### src/verilog/sbpc_pkg.sv
// Package for the bus phase control block: offsets, fields, reset values, types.
// Assumes a 32-bit classic Wishbone slave with byte-wide, word-aligned registers.
`default_nettype none
package sbpc_pkg;
    // ********************************
    // Register indices and addresses
    // ********************************
    localparam logic [7:0] SBPC_IDX_ID_IN = 8'h41;
    localparam logic [7:0] SBPC_IDX_PHASE = 8'h42;
    localparam logic [7:0] SBPC_IDX_OPCTL = 8'h45;
    localparam logic [7:0] SBPC_IDX_STAT2 = 8'h48;
    localparam logic [7:0] SBPC_IDX_BUSIN = 8'h4c;
    localparam int SBPC_ADDR_W = 10;
    // ********************************
    // Phase control fields
    // ********************************
    localparam int SBPC_PH_CD = 0;
    localparam int SBPC_PH_IO = 1;
    localparam int SBPC_PH_MSG = 2;
    localparam int SBPC_PH_REQ = 3;
    localparam int SBPC_PH_BSY = 4;
    localparam int SBPC_PH_SEL = 5;
    localparam int SBPC_PH_ATN = 6;
    localparam int SBPC_PH_ACK = 7;
    // ********************************
    // Operation control fields
    // ********************************
    localparam int SBPC_OP_AUTO = 1;
    localparam int SBPC_OP_DOE = 3;
    localparam int SBPC_OP_TGT = 4;
    localparam int SBPC_OP_INI = 5;
    localparam int SBPC_OP_RST = 7;
    // ********************************
    // Status two fields
    // ********************************
    localparam int SBPC_ST_SELD = 0;
    localparam int SBPC_ST_RESELD = 1;
    localparam int SBPC_ST_MISM = 6;
    localparam logic [7:0] SBPC_RST_BYTE = 8'h00;
    // ********************************
    // Phase codes as msg, cd, io
    // ********************************
    typedef enum logic [2:0] {
        SBPC_DATA_OUT = 3'h0,
        SBPC_DATA_IN = 3'h1,
        SBPC_COMMAND = 3'h2,
        SBPC_STATUS = 3'h3,
        SBPC_UNDEF_4 = 3'h4,
        SBPC_UNDEF_5 = 3'h5,
        SBPC_MSG_OUT = 3'h6,
        SBPC_MSG_IN = 3'h7
    } sbpc_phase_t;
    typedef enum logic [1:0] {
        SBPC_ST_IDLE = 2'b01,
        SBPC_ST_HOLD = 2'b10
    } sbpc_resp_t;
    // Bus control lines, one bit each, polarity set by the port: active low on bus_ctl_n_i
    typedef struct packed {
        logic rst;
        logic atn;
        logic ack;
        logic sel;
        logic bsy;
        logic req;
        logic msg;
        logic cd;
        logic io;
    } sbpc_ctl_t;
endpackage
`default_nettype wire

### src/verilog/sbpc_top.sv
// Bus phase control: reselection detect, role gating, phase compare, Wishbone regs.
// Assumes synchronous bus inputs (active-low levels) and a classic Wishbone master.
// Contract
// Reselection sets reselected status flag
// Reselection sets initiator enable, holds busy
// Reselection latches data bus into ID
// Firmware control lines qualified by role bits
// Target lines driven only with target enable
// Initiator lines driven only with initiator enable
// Busy and select never role gated
// Firmware busy plus automatic busy both allowed
// Firmware sets data enable before roles
// Reset-out bit drives reset line at once
// Phase lines driven only after target enable
// Phase bits read as inverse bus levels
// Bit zero: control when one
// Bit one: into initiator when one
// Bit two: message when one
// Phase encoding table msg/cd/io
// Initiator never drives phase lines
// Firmware sets attention for message out
// Firmware writes predicted phase as initiator
// Request leading edge compare sets mismatch
// Mismatch blocks transfer and signals status
// Auto detection only with auto enable
// Reset clears roles, data enable, reset-out
//
// Limitation: phase codes 100 and 101 are passed through undecoded.
// Limitation: mismatch holds off ack until software reads status.
`default_nettype none
module sbpc_top #(
    parameter int OWN_ID_BIT = 0
) (
    input wire logic clk_i,
    input wire logic rst_i,
    input wire logic wb_cyc_i,
    input wire logic wb_stb_i,
    input wire logic wb_we_i,
    input wire logic [sbpc_pkg::SBPC_ADDR_W-1:0] wb_adr_i,
    input wire logic [3:0] wb_sel_i,
    input wire logic [31:0] wb_dat_i,
    output logic [31:0] wb_dat_o,
    output logic wb_ack_o,
    input wire logic [7:0] bus_data_n_i,
    input wire sbpc_pkg::sbpc_ctl_t bus_ctl_n_i,
    input wire logic [7:0] id_out_i,
    input wire logic arb_bsy_i,
    output logic [7:0] bus_data_n_o,
    output logic bus_data_oe_o,
    output sbpc_pkg::sbpc_ctl_t bus_ctl_n_o,
    output sbpc_pkg::sbpc_ctl_t bus_ctl_oe_o,
    output logic xfer_block_o,
    output logic mismatch_o
);
    // ********************************
    // Bus slave
    // ********************************
    logic ack_ff;
    logic [31:0] rdata_ff;
    logic [7:0] phase_ff;
    logic [7:0] opctl_ff;
    logic [7:0] stat2_ff;
    logic [7:0] id_in_ff;
    logic req_seen_ff;
    sbpc_pkg::sbpc_resp_t resp_ff;
    sbpc_pkg::sbpc_resp_t nxt_resp;
    logic req_n;
    logic wr;
    logic [7:0] idx;
    logic [7:0] bus_level;
    logic resel_det;
    logic sel_det;
    logic req_lead;
    logic [2:0] bus_phase;
    logic [7:0] phase_view;
    logic tgt_en;
    logic ini_en;

    function automatic logic [7:0] sbpc_word_idx(input logic [sbpc_pkg::SBPC_ADDR_W-1:0] a);
        sbpc_word_idx = a[9:2];
    endfunction

    // Bus order msg,cd,io to register order msg,io,cd
    // Register keeps cd in bit 0, so the two orders differ
    function automatic logic [2:0] sbpc_reg_order(input logic [2:0] mci);
        sbpc_reg_order = {mci[2], mci[0], mci[1]};
    endfunction

    // Role gate: a line is pulled only with its enable and request bit
    function automatic logic sbpc_gate(input logic en, input logic want);
        sbpc_gate = en && want;
    endfunction

    assign req_n = wb_cyc_i && wb_stb_i && !ack_ff;
    assign wr = req_n && wb_we_i && wb_sel_i[0];
    assign idx = sbpc_word_idx(wb_adr_i);
    // Bus is active low; register view is the complement
    assign bus_level = ~bus_data_n_i;
    // Phase as msg,cd,io from the bus, inverted
    assign bus_phase = {!bus_ctl_n_i.msg, !bus_ctl_n_i.cd, !bus_ctl_n_i.io};
    // Reselection: select and io asserted, busy free, own ID on data
    assign resel_det = opctl_ff[sbpc_pkg::SBPC_OP_AUTO] && !bus_ctl_n_i.sel && !bus_ctl_n_i.io
        && bus_ctl_n_i.bsy && bus_level[OWN_ID_BIT] && resp_ff == sbpc_pkg::SBPC_ST_IDLE;
    assign sel_det = opctl_ff[sbpc_pkg::SBPC_OP_AUTO] && !bus_ctl_n_i.sel && bus_ctl_n_i.io
        && bus_ctl_n_i.bsy && bus_level[OWN_ID_BIT] && resp_ff == sbpc_pkg::SBPC_ST_IDLE;
    // Leading edge of request while initiator
    assign req_lead = opctl_ff[sbpc_pkg::SBPC_OP_INI] && !bus_ctl_n_i.req && !req_seen_ff;

    always_ff @(posedge clk_i) begin
        if (rst_i) begin
            ack_ff <= 1'b0;
        end else begin
            ack_ff <= req_n;
        end
    end

    // Unmapped addresses read as zero and ignore writes
    always_ff @(posedge clk_i) begin
        if (rst_i) begin
            rdata_ff <= 32'h0000_0000;
        end else if (req_n) begin
            case (idx)
                sbpc_pkg::SBPC_IDX_ID_IN: rdata_ff <= {24'h00_0000, id_in_ff};
                sbpc_pkg::SBPC_IDX_PHASE: rdata_ff <= {24'h00_0000, phase_view};
                sbpc_pkg::SBPC_IDX_OPCTL: rdata_ff <= {24'h00_0000, opctl_ff};
                sbpc_pkg::SBPC_IDX_STAT2: rdata_ff <= {24'h00_0000, stat2_ff};
                sbpc_pkg::SBPC_IDX_BUSIN: rdata_ff <= {24'h00_0000, bus_level};
                default: rdata_ff <= 32'h0000_0000;
            endcase
        end
    end

    // Read view: phase bits show bus levels in either role
    always_comb begin
        phase_view = phase_ff;
        phase_view[sbpc_pkg::SBPC_PH_CD] = bus_phase[1];
        phase_view[sbpc_pkg::SBPC_PH_IO] = bus_phase[0];
        phase_view[sbpc_pkg::SBPC_PH_MSG] = bus_phase[2];
        phase_view[sbpc_pkg::SBPC_PH_REQ] = !bus_ctl_n_i.req;
        phase_view[sbpc_pkg::SBPC_PH_ACK] = !bus_ctl_n_i.ack;
    end

    // ********************************
    // Selection response sequencer
    // ********************************
    always_comb begin
        nxt_resp = resp_ff;
        case (resp_ff)
            sbpc_pkg::SBPC_ST_IDLE: begin
                if (resel_det || sel_det) begin
                    nxt_resp = sbpc_pkg::SBPC_ST_HOLD;
                end
            end
            sbpc_pkg::SBPC_ST_HOLD: begin
                // Busy held until select seen released or auto enable cleared
                if (bus_ctl_n_i.sel || !opctl_ff[sbpc_pkg::SBPC_OP_AUTO]) begin
                    nxt_resp = sbpc_pkg::SBPC_ST_IDLE;
                end
            end
            default: nxt_resp = sbpc_pkg::SBPC_ST_IDLE;
        endcase
    end

    always_ff @(posedge clk_i) begin
        if (rst_i) begin
            resp_ff <= sbpc_pkg::SBPC_ST_IDLE;
        end else begin
            resp_ff <= nxt_resp;
        end
    end

    // ********************************
    // Control registers
    // ********************************
    always_ff @(posedge clk_i) begin
        if (rst_i) begin
            opctl_ff <= sbpc_pkg::SBPC_RST_BYTE;
        end else begin
            if (wr && idx == sbpc_pkg::SBPC_IDX_OPCTL) begin
                opctl_ff <= wb_dat_i[7:0];
            end
            // Hardware set wins over a same-cycle write
            if (resel_det) begin
                opctl_ff[sbpc_pkg::SBPC_OP_INI] <= 1'b1;
            end
            if (sel_det) begin
                opctl_ff[sbpc_pkg::SBPC_OP_TGT] <= 1'b1;
            end
        end
    end

    always_ff @(posedge clk_i) begin
        if (rst_i) begin
            phase_ff <= sbpc_pkg::SBPC_RST_BYTE;
        end else begin
            if (wr && idx == sbpc_pkg::SBPC_IDX_PHASE) begin
                phase_ff <= wb_dat_i[7:0];
            end
            if (resel_det || sel_det) begin
                phase_ff[sbpc_pkg::SBPC_PH_BSY] <= 1'b1;
            end else if (resp_ff == sbpc_pkg::SBPC_ST_HOLD && nxt_resp == sbpc_pkg::SBPC_ST_IDLE) begin
                phase_ff[sbpc_pkg::SBPC_PH_BSY] <= 1'b0;
            end
        end
    end

    always_ff @(posedge clk_i) begin
        if (rst_i) begin
            id_in_ff <= sbpc_pkg::SBPC_RST_BYTE;
        end else if (resel_det || sel_det) begin
            id_in_ff <= bus_level;
        end
    end

    always_ff @(posedge clk_i) begin
        if (rst_i) begin
            req_seen_ff <= 1'b0;
        end else begin
            req_seen_ff <= !bus_ctl_n_i.req;
        end
    end

    // Status flags: read clears, but a new event in that cycle survives
    always_ff @(posedge clk_i) begin
        if (rst_i) begin
            stat2_ff <= sbpc_pkg::SBPC_RST_BYTE;
        end else begin
            if (req_n && !wb_we_i && idx == sbpc_pkg::SBPC_IDX_STAT2) begin
                stat2_ff <= sbpc_pkg::SBPC_RST_BYTE;
            end
            if (resel_det) begin
                stat2_ff[sbpc_pkg::SBPC_ST_RESELD] <= 1'b1;
            end
            if (sel_det) begin
                stat2_ff[sbpc_pkg::SBPC_ST_SELD] <= 1'b1;
            end
            if (req_lead && sbpc_reg_order(bus_phase) != phase_ff[2:0]) begin
                stat2_ff[sbpc_pkg::SBPC_ST_MISM] <= 1'b1;
            end
        end
    end

    // ********************************
    // Bus drivers
    // ********************************
    // Role enables, shared by every gated line below
    always_comb begin
        tgt_en = opctl_ff[sbpc_pkg::SBPC_OP_TGT];
        ini_en = opctl_ff[sbpc_pkg::SBPC_OP_INI];
    end

    // Line enables: high pulls that line low
    always_ff @(posedge clk_i) begin
        if (rst_i) begin
            bus_ctl_oe_o <= '0;
        end else begin
            // Target lines gated by target enable
            // Initiator never drives phase lines
            bus_ctl_oe_o.msg <= sbpc_gate(
                tgt_en,
                phase_ff[sbpc_pkg::SBPC_PH_MSG]
            );
            bus_ctl_oe_o.cd <= sbpc_gate(
                tgt_en,
                phase_ff[sbpc_pkg::SBPC_PH_CD]
            );
            bus_ctl_oe_o.io <= sbpc_gate(
                tgt_en,
                phase_ff[sbpc_pkg::SBPC_PH_IO]
            );
            bus_ctl_oe_o.req <= sbpc_gate(
                tgt_en,
                phase_ff[sbpc_pkg::SBPC_PH_REQ]
            );
            // Initiator lines gated by initiator enable
            bus_ctl_oe_o.atn <= sbpc_gate(
                ini_en,
                phase_ff[sbpc_pkg::SBPC_PH_ATN]
            );
            // Ack withheld while a mismatch stands, so no byte moves
            bus_ctl_oe_o.ack <= sbpc_gate(
                ini_en,
                phase_ff[sbpc_pkg::SBPC_PH_ACK] && !stat2_ff[sbpc_pkg::SBPC_ST_MISM]
            );
            // Busy free of role bits; arbitration may also assert it
            bus_ctl_oe_o.bsy <= phase_ff[sbpc_pkg::SBPC_PH_BSY]
                || arb_bsy_i
                || resp_ff == sbpc_pkg::SBPC_ST_HOLD;
            // Select free of role bits
            bus_ctl_oe_o.sel <= phase_ff[sbpc_pkg::SBPC_PH_SEL];
            // Reset-out ignores phase and roles
            bus_ctl_oe_o.rst <= opctl_ff[sbpc_pkg::SBPC_OP_RST];
        end
    end

    // Open-drain style: level is low, the enable decides
    always_ff @(posedge clk_i) begin
        if (rst_i) begin
            bus_ctl_n_o <= '1;
        end else begin
            bus_ctl_n_o <= '0;
        end
    end

    // ID drive needs data enable plus a role bit
    // Not limited to selection phases; software owns the timing
    always_ff @(posedge clk_i) begin
        if (rst_i) begin
            bus_data_oe_o <= 1'b0;
        end else begin
            bus_data_oe_o <= opctl_ff[sbpc_pkg::SBPC_OP_DOE]
                && (tgt_en || ini_en);
        end
    end

    // Data level is the inverse of the ID byte, active-low bus
    always_ff @(posedge clk_i) begin
        if (rst_i) begin
            bus_data_n_o <= 8'hff;
        end else begin
            bus_data_n_o <= ~id_out_i;
        end
    end

    // ********************************
    // Status outputs
    // ********************************
    // Block tracks the mismatch flag until software clears it
    always_ff @(posedge clk_i) begin
        if (rst_i) begin
            xfer_block_o <= 1'b0;
        end else begin
            xfer_block_o <= stat2_ff[sbpc_pkg::SBPC_ST_MISM];
        end
    end

    // Mismatch seen outside without a register read
    always_ff @(posedge clk_i) begin
        if (rst_i) begin
            mismatch_o <= 1'b0;
        end else begin
            mismatch_o <= stat2_ff[sbpc_pkg::SBPC_ST_MISM];
        end
    end

    // ********************************
    // Bus slave outputs
    // ********************************
    // Both straight from flip-flops
    assign wb_ack_o = ack_ff;
    assign wb_dat_o = rdata_ff;

endmodule
`default_nettype wire

### config.mk
export PLATFORM = sky130hd
export DESIGN_NAME = sbpc_top
export DESIGN_NICKNAME = d
export VERILOG_FILES = /design/src/verilog/sbpc_pkg.sv /design/src/verilog/sbpc_top.sv
export SDC_FILE = /design/constraint.sdc
export NUM_CORES = 1
export LEC_CHECK = 0
export CAP_MARGIN = 20
export CORE_ASPECT_RATIO = 1.1
export CORE_MARGIN = 2
export CORE_UTILIZATION = 40
export DETAILED_ROUTE_END_ITERATION = 8
export DONT_BUFFER_PORTS = 1
export GPL_TIMING_DRIVEN = 0
export SKIP_LAST_GASP = 1
export SLEW_MARGIN = 10
export SYNTH_ARGS = -nofsm -noshare
export SYNTH_HDL_FRONTEND = slang
export SYNTH_SLANG_ARGS = --single-unit
export TNS_END_PERCENT = 5
### constraint.sdc
create_clock -name clk_i -period 2.87 [get_ports clk_i]
set_clock_uncertainty 0.2 [all_clocks]
set_input_delay 0.4305 -clock clk_i [delete_from_list [all_inputs] [get_ports clk_i]]
set_output_delay 0.4305 -clock clk_i [all_outputs]
set_load 0.05 [all_outputs]
==> results of run 1 <==
==> flip-flops by register name (all words and copies together) (netlist names) <==
| signal | count |
|---|---|
| bus_ctl_oe_o | 9 |
| phase_ff | 8 |
| bus_data_n_o | 8 |
| stat2_ff | 3 |
| req_seen_ff | 1 |
| mismatch_o | 1 |
| id_in_ff | 8 |
| opctl_ff | 8 |
| wb_dat_o | 8 |
| wb_ack_o | 1 |
| bus_data_oe_o | 1 |
| bus_ctl_n_o | 1 |
| resp_ff | 2 |
==> worst min-delay path by stage <==
stage	start	endpoint	slack (ns)	cells past startpoint
4_1_cts	wb_dat_i[7]	opctl_ff[7]	0.02	2
5_1_grt	wb_dat_i[0]	phase_ff[0]	0.03	2
6_report	arb_bsy_i	bus_ctl_oe_o[4]	0.03	2
3_3_place_gp	stat2_ff[0]	stat2_ff[0]	0.25	2
2_1_floorplan	stat2_ff[6]	bus_ctl_oe_o[6]	0.21	1
3_5_place_dp	phase_ff[3]	bus_ctl_oe_o[3]	0.24	1
==> metrics by stage <==
stage | worst slack, ns | std cells
final | 0.4002 | 404
after global routing | 0.1199 | 404
after CTS | 0.3798 | 404
after detailed placement | 0.3076 | 371
after global placement | 0.3316 | 371
after floorplan | 0.5751 | 291
==> cell type report <==
class	count	area (sq um)	share of cell area (%)
clock inverter	7	77.57	2.465
multi-input combinational	185	1190	37.81
buffer	45	296.5	9.423
sequential	59	1181	37.53
clock buffer	9	123.9	3.936
inverter	2	7.507	0.2386
timing repair buffer	17	170.2	5.408
tap	80	100.1	3.181
==> layer usage <==
metal / up-vias / routed length, um / GRT usage, %
met5: - / 0 / 0
met1: 888 / 2552 / 20.63
met4: 0 / 76 / 6.934
met3: 7 / 576 / 6.531
met2: 80 / 2866 / 29.39
li1: 985 / - / -
==> Yosys cell counts (all sizes together) <==
library cell | instances | area (sq um)
o31a | 1 | 8.760
dfxtp | 59 | 1181
nand4bb | 2 | 22.52
nor4bb | 1 | 10.01
nor3 | 3 | 15.01
ha | 2 | 25.02
clkbuf | 8 | 30.03
or3b | 1 | 8.760
xor2 | 3 | 26.28
nor4b | 1 | 8.760
and2 | 5 | 31.28
o311ai | 1 | 8.760
nor3b | 3 | 22.52
a211oi | 8 | 60.06
nor4 | 2 | 42.54
a22o | 4 | 35.03
o21ai | 3 | 15.01
a221o | 1 | 10.01
o311a | 1 | 10.01
a31oi | 2 | 12.51
nand3b | 1 | 7.510
or3 | 1 | 6.260
conb | 1 | 3.750
o2bb2ai | 5 | 43.79
nand3 | 2 | 10.01
and3b | 1 | 8.760
nor2b | 8 | 50.05
a21oi | 7 | 35.03
nor2 | 38 | 142.6
mux2i | 23 | 230.2
nand2b | 11 | 68.82
inv | 2 | 7.510
nand4 | 1 | 6.260
nand2 | 7 | 26.28
or4 | 1 | 7.510
o221ai | 2 | 17.52
or4b | 2 | 20.02
o211ai | 2 | 15.01
buf | 37 | 266.5
o22ai | 5 | 31.28
==> worst register-to-register path: stages (launching register included) <==
cell and delay [ns]:
dfxtp_1 0.39, ha_1 0.23, nand2_1 0.08, nor3_1 0.72, clkbuf_1 0.45, nand2_1 0.15, a31oi_1 0.18
==> layout by cell type, fill, tap and decap left out, drive strengths merged, types with 4 or more instances in the layout <==
master,Yosys,routed
a21oi,7,7
dlygate4sd3,0,17
buf,37,37
a22o,4,4
o22ai,5,5
mux2i,23,23
dfxtp,59,59
and2,5,5
nor2b,8,8
clkinv,0,4
conb,1,24
nand2,7,7
clkbuf,8,17
o2bb2ai,5,5
nand2b,11,11
a211oi,8,8
nor2,38,38
==> report_power, final <==
| part | internal [mW] | total (mW) | switching (mW) | leakage (nW) |
|---|---|---|---|---|
| Sequential | 0.828 | 0.863 | 0.0345 | 0.479 |
| Clock | 0.406 | 0.763 | 0.357 | 0.0998 |
| Combinational | 0.0679 | 0.206 | 0.138 | 0.670 |
| Total | 1.30 | 1.83 | 0.529 | 1.25 |
==> cell families after synthesis <==
logic type                 synth area share [%]
and+or+nand+nor                           19.91
xor gates and xnor gates                  1.015
other                                    0.1449
muxes                                     8.893
buffers and inverters                     11.74
adders and majority gates                0.9665
DFF                                       45.63
AOI/OAI and AO/OA                         11.70
==> impl_results.md, run 1 <==
- Run status: complete, no violations
- Later-pin clock latency in the skew report: 0.34 ns
- Total number of H-tree levels: 3
- Least-Margin Pin Slew: a little under 1 ns
- Worst min path class: in2reg
- Routed wire length: 6.072 mm
- Hold Buf Count CTS: 17
- Placer Congestion: 0.8170
- Die Span X: about 81 um
- Synth cell types: 42
- Syn avg cell area: between 9 and 10 sq um
- Total power: 1.831 mW
- Setup TNS: 0 ns
- Power per cell area: between 500 and 600 mW/mm^2
- Mapped Area: 0.002589 sq mm
- Share of cells above drive strength 1: around 17%
- Clk slew on worst S/H paths: about 0.070 ns
- Crit path buffers/inverters: 1
- DP Wirelength: roughly 4.5 mm
- Final period util: between 80% and 90%
- CTS tree: built
- Startpoint types: register
- Nets: 398
- Critical path capture point: opctl_ff[4]
- Reg2reg setup slack: ~0.4 ns
- Crit path time final: 2.470 ns
- Worst vdd ir: ~0.00031 V
- Slowest-stage cell, CP: nor3_1
- CTS Buffer Depth: 2
- Vias in the first global route: around 1,900
- Initial DRT Pass Iterations: 4
- Post-route ant nets: 0
- Total of max-cap violations: 0
- Postcts setup bufs: 0
- Clock root buffer: clkbuf_8
- Post-Synthesis Cells: 268
- CP Max Fanout: 10
- Row count: 30
- Peak Freq: between 0.4 and 0.5 GHz
- Leakage: 1.249 nW
- IO Pins: about 140
- Max-slew violation total from the final report: 0
- Vias: 1,960
- Worst path depth: 6
- Initial antenna violation count: 0
- Sequential fraction of the synthesis area: 45.63%
- Worst setup startpoint: resp_ff[0]
- First-pass GRT wire length: around 9.3 mm
- Total track usage: roughly 18%
- Worst reg2reg path startpoint: resp_ff[0]
- Data arrival time of the worst path: 2.53 ns
- Cell area after layout: roughly 0.0031 sq mm
- Die area: just over 0.007 sq mm
- Pin count of the biggest net entering global routing: 13
- Area growth syn-to-layout: 21.56%
- Final Hold Viols: 0
- Crit-path cells: ha_1, nand2_1, nor3_1, clkbuf_1, nand2_1, a31oi_1
- Port Buffer Count: 0
- Seq cells post-synth: around 60
- Most used cell, CP: nand2_1
- YS warnings: 0
- Initial DRC count: between 60 and 70
- Worst Setup Path Type: reg2reg
- Depth of the worst register-to-register path: 6
- Vias per cell: 4.851
- Core area: around 0.0062 sq mm
- Critical Path Max Stage Delay: between 0.7 and 0.8 ns
- Die H: between 80 and 90 um
- WHS: between 0.03 and 0.04 ns
- ANT cells: 0
- Remaining DRCs: 0
- CTS buffer count: 9
- Post-place instance area: approximately 0.0028 sq mm
- CTS sink count: a little under 60
- Initial Util: approximately two fifths
- CP required: between 2 and 3 ns
- Post-cts sizing count: 0
- Worst reg2reg path endpoint: opctl_ff[4]
- Setup violations, final: 0
- Worst rel slew slack: 34.03%
- Crit. End Element: register
- RSZ-0062 raised after global routing: no
- Drt wl/cell: roughly 15 um
- Fillers: roughly 620
- Share of the core filled with cells: just over 50%
- Crit path max-delay family: simple AND/OR/NAND/NOR gates
- Total gr overflow: 0
(Power assumes the default switching activity.)
==> run 2, diff against run 1 <==
--- a/config.mk
+++ b/config.mk
@@ -14,2 +14,3 @@
 export GPL_TIMING_DRIVEN = 0
+export HOLD_SLACK_MARGIN = 0.15
 export SKIP_LAST_GASP = 1
==> constraint.sdc (replaced) <==
create_clock -name clk_i -period 2.4 [get_ports clk_i]
set_clock_uncertainty 0.2 [all_clocks]
set_input_delay 0.48 -clock clk_i [delete_from_list [all_inputs] [get_ports clk_i]]
set_output_delay 0.48 -clock clk_i [all_outputs]
set_load 0.05 [all_outputs]
==> impl_results.md, run 2 (synthesis results as in run 1) <==
- Worst vdd ir: 0.0003660 V (+20%)
- Worst min path class: in2reg
- First-pass GRT wire length: 9.411 mm (+1.7%)
- Sw power: 0.6401 mW (+21%)
- Total of max-cap violations: 0 (unchanged)
- Clock root buffer: clkbuf_8
- Total track usage: 17.86% (+0.24 points)
- Final Hold Viols: 0 (unchanged)
- Least-Margin Pin Slew: 1.031 ns (+0.05393 ns)
- Worst reg2reg path endpoint: wb_dat_o[3]
- Commonest non-fill, non-tap cell in the layout: dfxtp_1
- Worst rel slew slack: 30.39% (-3.6 points)
- Crit path time final: 2.378 ns (-0.09204 ns)
- Remaining DRCs: 0 (unchanged)
- ANT cells: 0 (unchanged)
- Total number of H-tree levels: 3 (unchanged)
- Share of cells above drive strength 1: 17.21% (+0.24 points)
- Run status: complete, no violations
- Depth of the worst register-to-register path: 4 (-2)
- Die Span X: 80.71 um (unchanged)
- Crit. End Element: register
- Clock Power Share: 41.4% (-0.2 points)
- Initial DRC count: 68 (-1.4%)
- Post-route ant nets: 0 (unchanged)
- Startpoint types: register
- Post-place instance area: 0.002775 sq mm (unchanged)
- Routed wire length: 6.224 mm (+2.5%)
- Sw frac: 28.97% (+0.083 points)
- Final std cells w/o fill: 417 (+3.2%)
- Worst Setup Path Type: reg2reg
- Later-pin clock latency in the skew report: 0.34 ns (about the same)
- IO Pins: 139 (unchanged)
- CTS tree: built
- Worst reg2reg path startpoint: wb_ack_o
- Leakage: 1.306 nW (+4.6%)
- Final period util: 99.08% (+13 points)
- Reg2reg setup slack: 0.02 ns (-0.38 ns)
- CTS sink count: 59 (unchanged)
- Setup violations, final: 0 (unchanged)
- Clk slew on worst S/H paths: 0.07 ns (about the same)
- Vias: 2,032 (+3.7%)
- Area growth syn-to-layout: 26.58%
- Crit-path cells: nand3b_1, nor3_1, o311ai_0, o2bb2ai_1
- Worst Hold End: wb_dat_o[3]
- HP Start: bus_ctl_n_i[3]
- CP required: 2.46 ns (-0.47 ns)
- Drt wl/cell: 14.93 um (-0.69%)
- Comb pwr share: 11.9% (+0.7 points)
- Int Power: 1.569 mW (+21%)
- Cell area after layout: 0.003277 sq mm (+4.1%)
- Initial antenna violation count: 0 (unchanged)
- CTS buffer count: 9 (unchanged)
- Initial Util: 41.55% (unchanged)
- Placer Congestion: 0.8170 (unchanged)
- Power per cell area: 674.2 mW/mm^2 (+16%)
- Row count: 30 (unchanged)
- CP Max Fanout: 7 (-3)
- Max-slew violation total from the final report: 0 (unchanged)
- Pin count of the biggest net entering global routing: 13 (unchanged)
- RSZ-0062 raised after global routing: yes
- Data arrival time of the worst path: 2.44 ns (-0.09 ns)
- CTS Buffer Depth: 2 (unchanged)
- Initial DRT Pass Iterations: 6 (+2)
- Vias per cell: 4.873 (+0.44%)
- Peak Freq: 0.4206 GHz (+3.9%)
- Nets: 411 (+3.3%)
- Max reg flops: 9 (unchanged)
- Core area: 0.006231 sq mm (unchanged)
- Die H: 88.38 um (unchanged)
- Vias in the first global route: 1,904 (+2.4%)
- WHS: 0.1686 ns (+0.1347 ns)
- WHS Path Cells: 3 (+1)
- Placed cells: 371 (unchanged)
- Flop pwr share: 46.7% (-0.4 points)
- Total gr overflow: 0 (unchanged)
- Most frequent cells in the layout: 59 x dfxtp_1, 38 x nor2_1, 35 x buf_4
- Critical Path Max Stage Delay: 0.48 ns (-0.24 ns)
- Biggest register: bus_ctl_oe_o
- Port Buffer Count: 0 (unchanged)
- Die area: 0.007132 sq mm (unchanged)
- Slowest-stage cell, CP: dfxtp_1
- DP Wirelength: 4.464 mm (unchanged)
[run 2: cell count changes in the layout (fill, tap and decap cells not counted), sizes merged]
cell and change:
buf +2, dlygate4sd3 +11
[run 2: worst max-delay path by stage]
| stage | from | end | slack (ns) | depth (start not counted) |
|---|---|---|---|---|
| 3_3_place_gp | wb_adr_i[7] | phase_ff[4] | -0.19 | 5 |
| 3_5_place_dp | wb_adr_i[7] | phase_ff[4] | -0.21 | 5 |
| 2_1_floorplan | wb_adr_i[7] | phase_ff[4] | 0.06 | 5 |
| 4_1_cts | wb_ack_o | phase_ff[4] | -0.03 | 4 |
| 5_1_grt | wb_ack_o | wb_dat_o[2] | -0.17 | 4 |
| 6_report | wb_ack_o | wb_dat_o[3] | 0.02 | 4 |
[run 2: metal layers]
| layer | global-route usage (%) | vias up | part of all wire, % |
|---|---|---|---|
| met3 | 5.918 | 9 | 8.3 |
| met2 | 29.85 | 81 | 47 |
| met4 | 6.934 | 0 | 1.3 |
| li1 | - | 1017 | - |
| met5 | 0 | - | 0 |
| met1 | 21.33 | 925 | 43 |
[run 2: area by class of cell]
cell class / instances / area [sq um]
Tap cell: 80 / 100.1
Timing Repair Buffer: 30 / 295.3
Sequential cell: 59 / 1181
Clock inverter: 7 / 77.57
Inverter: 2 / 7.507
Fill cell: 612 / 2954
Multi-Input combinational cell: 185 / 1195
Buffer: 45 / 296.5
Clock buffer: 9 / 123.9
[run 2: worst max-delay path, delay by kind of cell, from the launching register on]
family / cells / cell delay, ns
and+or+nand+nor: 2 / 0.93
AOI/OAI and AO/OA: 2 / 0.69
DFF: 1 / 0.48
[run 2: timing repair]
action | 4_1_cts | 5_1_grt
resized for setup | 1 | 0
hold buffers | 28 | 0
setup buffers | 0 | 2
pin swaps | 1 | 1
endpoints found under the setup margin | 11 | 22
hold endpoints to repair | 36 | 0
[run 2: stage by stage]
step	setup WS (ns)	TNS [ns]	util [%]	power, mW
final	0.02220	0	52.59	2.209
after global routing	-0.1721	-1.275	52.59	2.291
after CTS	-0.02982	-0.02982	52.35	2.232
after detailed placement	-0.2119	-2.538	44.54	1.276
after global placement	-0.1879	-2.132	44.54	1.274
after floorplan	0.05564	0	-	1.258
[run 2: power groups by stage]
| stage | registers, mW | logic, mW | clock network, mW |
|---|---|---|---|
| 2_1_floorplan | 1.05 | 0.205 | 0 |
| 3_3_place_gp | 1.05 | 0.220 | 0 |
| 3_5_place_dp | 1.05 | 0.221 | 0 |
| 4_1_cts | 1.03 | 0.262 | 0.938 |
| 5_1_grt | 1.03 | 0.279 | 0.979 |
| 6_report | 1.03 | 0.264 | 0.914 |
==> run 3, diff against run 2 <==
Settings changed: GPL_TIMING_DRIVEN 0 to default.
==> impl_results.md, run 3 (synthesis results as in run 1) <==
- Run status: complete, no violations
- Final std cells w/o fill: 383 (-8.2%)
- ANT cells: 0 (unchanged)
- Setup TNS: 0 ns (unchanged)
- WHS: 0.1797 ns (+0.01104 ns)
- RSZ-0062 raised after global routing: no
- Port Buffer Count: 0 (unchanged)
- GR met3 Demand/Resource: 6.939% (+1.0 points)
- HP Start: bus_ctl_n_i[0]
- Core area: 0.006231 sq mm (unchanged)
- Biggest register: bus_ctl_oe_o
- Total of max-cap violations: 0 (unchanged)
- Commonest non-fill, non-tap cell in the layout: dfxtp_1
- Vias: 1,927 (-5.2%)
- Worst vdd ir: 0.0003546 V (-3.1%)
- Depth of the worst register-to-register path: 5 (+1)
- Crit path time final: 1.990 ns (-0.3874 ns)
- Leakage: 1.175 nW (-10%)
- GR Util met2: 28.86% (-0.98 points)
- Final period util: 82.93% (-16 points)
- Placer Congestion: 0.8084 (-1.1%)
- Fillers: 609 (-0.49%)
- Initial antenna violation count: 0 (unchanged)
- Drt wl/cell: 15.52 um (+4.0%)
- Initial DRT Pass Iterations: 5 (-1)
- Worst min path class: in2reg
- Max-slew violation total from the final report: 0 (unchanged)
- CP required: 2.42 ns (-0.04 ns)
- Final Hold Viols: 0 (unchanged)
- Data arrival time of the worst path: 2.01 ns (-0.43 ns)
- Initial Util: 41.55% (unchanged)
- Clk slew on worst S/H paths: 0.07 ns (about the same)
- Power per cell area: 682.7 mW/mm^2 (+1.3%)
- Routed wire length: 5.943 mm (-4.5%)
- Post-route setup slack: 0.4096 ns (+0.3874 ns)
- Total track usage: 16.91% (-0.95 points)
- Share of cells above drive strength 1: 10.89% (-6.3 points)
- CTS tree: built
- Postcts setup bufs: 0 (unchanged)
- Placed cells: 338 (-8.9%)
- Setup violations, final: 0 (unchanged)
- Share of the core filled with cells: 49.46% (-3.1 points)
- DP Wirelength: 4.145 mm (-7.1%)
- Crit. End Element: register
- Worst reg2reg path startpoint: wb_ack_o
- Post-place instance area: 0.002585 sq mm (-6.9%)
- Die H: 88.38 um (unchanged)
- Clock root buffer: clkbuf_8
- Worst rel slew slack: 57.44% (+27 points)
- Total power: 2.104 mW (-4.8%)
- Worst setup startpoint: wb_adr_i[7]
- Remaining DRCs: 0 (unchanged)
- Most frequent cells in the layout: 58 x dfxtp_1, 38 x nor2_1, 28 x dlygate4sd3_1
- IO Pins: 139 (unchanged)
- Gr busiest metal: met2
- Multi-input gate area: 0.001190 sq mm (-0.42%)
- Post-route ant nets: 0 (unchanged)
- Peak Freq: 0.5024 GHz (+19%)
- Initial DRC count: 91 (+34%)
- Row count: 30 (unchanged)
- CTS Buffer Depth: 2 (unchanged)
- Met1 Usage GRT: 19.20% (-2.1 points)
- Post-cts sizing count: 0 (-1)
- Cell area after layout: 0.003082 sq mm (-6.0%)
- Sequential Area: 0.001185 sq mm (+0.32%)
- Least-Margin Pin Slew: 0.6370 ns (-0.3941 ns)
- Reg2reg setup slack: 0.50 ns (+0.48 ns)
- CTS sink count: 59 (unchanged)
- Nets: 377 (-8.3%)
- Worst reg2reg path endpoint: phase_ff[6]
- WHS Path Cells: 2 (-1)
- Dpl ws: 0.07506 ns (+0.2869 ns)
- Die Span X: 80.71 um (unchanged)
- Die area: 0.007132 sq mm (unchanged)
- Pin count of the biggest net entering global routing: 46 (+33)
- Vias per cell: 5.031 (+3.3%)
- Max reg flops: 9 (unchanged)
- Worst Setup Path Type: in2reg
- CP Max Fanout: 6 (-1)
- Total gr overflow: 0 (unchanged)
- Later-pin clock latency in the skew report: 0.33 ns (about the same)
- Critical path capture point: phase_ff[6]
- Startpoint types: primary input
- Area growth syn-to-layout: 19.04%
- CTS buffer count: 9 (unchanged)
- First-pass GRT wire length: 8.901 mm (-5.4%)
- Vias in the first global route: 1,863 (-2.2%)
- Total number of H-tree levels: 3 (unchanged)
==> run 3: layer usage <==
layer  wire length [um]  share of wire (%)
met1               2443                 41
met2               2903                 49
met3                539                9.1
met4                 57               0.96
met5                  0                  0
==> run 3: final cells by class <==
| type | instances | area share, % |
|---|---|---|
| inverters | 2 | 0.2436 |
| flip-flops and latches | 59 | 38.45 |
| clock buffers | 10 | 4.832 |
| repair buffers | 41 | 13.07 |
| clock inverters | 6 | 1.543 |
| multi-input cells | 185 | 38.61 |
| well taps | 80 | 3.248 |
==> run 3: repair_timing <==
action                     CTS  global route
hold buffers                28             1
setup endpoints to repair    0             0
hold endpoints to repair    49             1
==> run 3: critical path, stage by stage <==
cell and delay (ns):
or4b_1 0.55, buf_4 0.19, nor4_4 0.30, buf_4 0.23
mux2i_1 0.20, nor2_1 0.05
==> run 3: worst min-delay path by stage <==
stage / to / slack (ns)
detailed placement: bus_ctl_oe_o[6] / 0.24
CTS: bus_ctl_n_o[6] / 0.16
global placement: stat2_ff[0] / 0.24
global route: opctl_ff[5] / 0.16
floorplan: bus_ctl_oe_o[6] / 0.21
finish: opctl_ff[5] / 0.18
==> run 3: report_power, final <==
part / switching (mW) / internal [mW]
clock: 0.409 / 0.443
combinational: 0.156 / 0.0629
sequential: 0.0415 / 0.990
total: 0.607 / 1.50
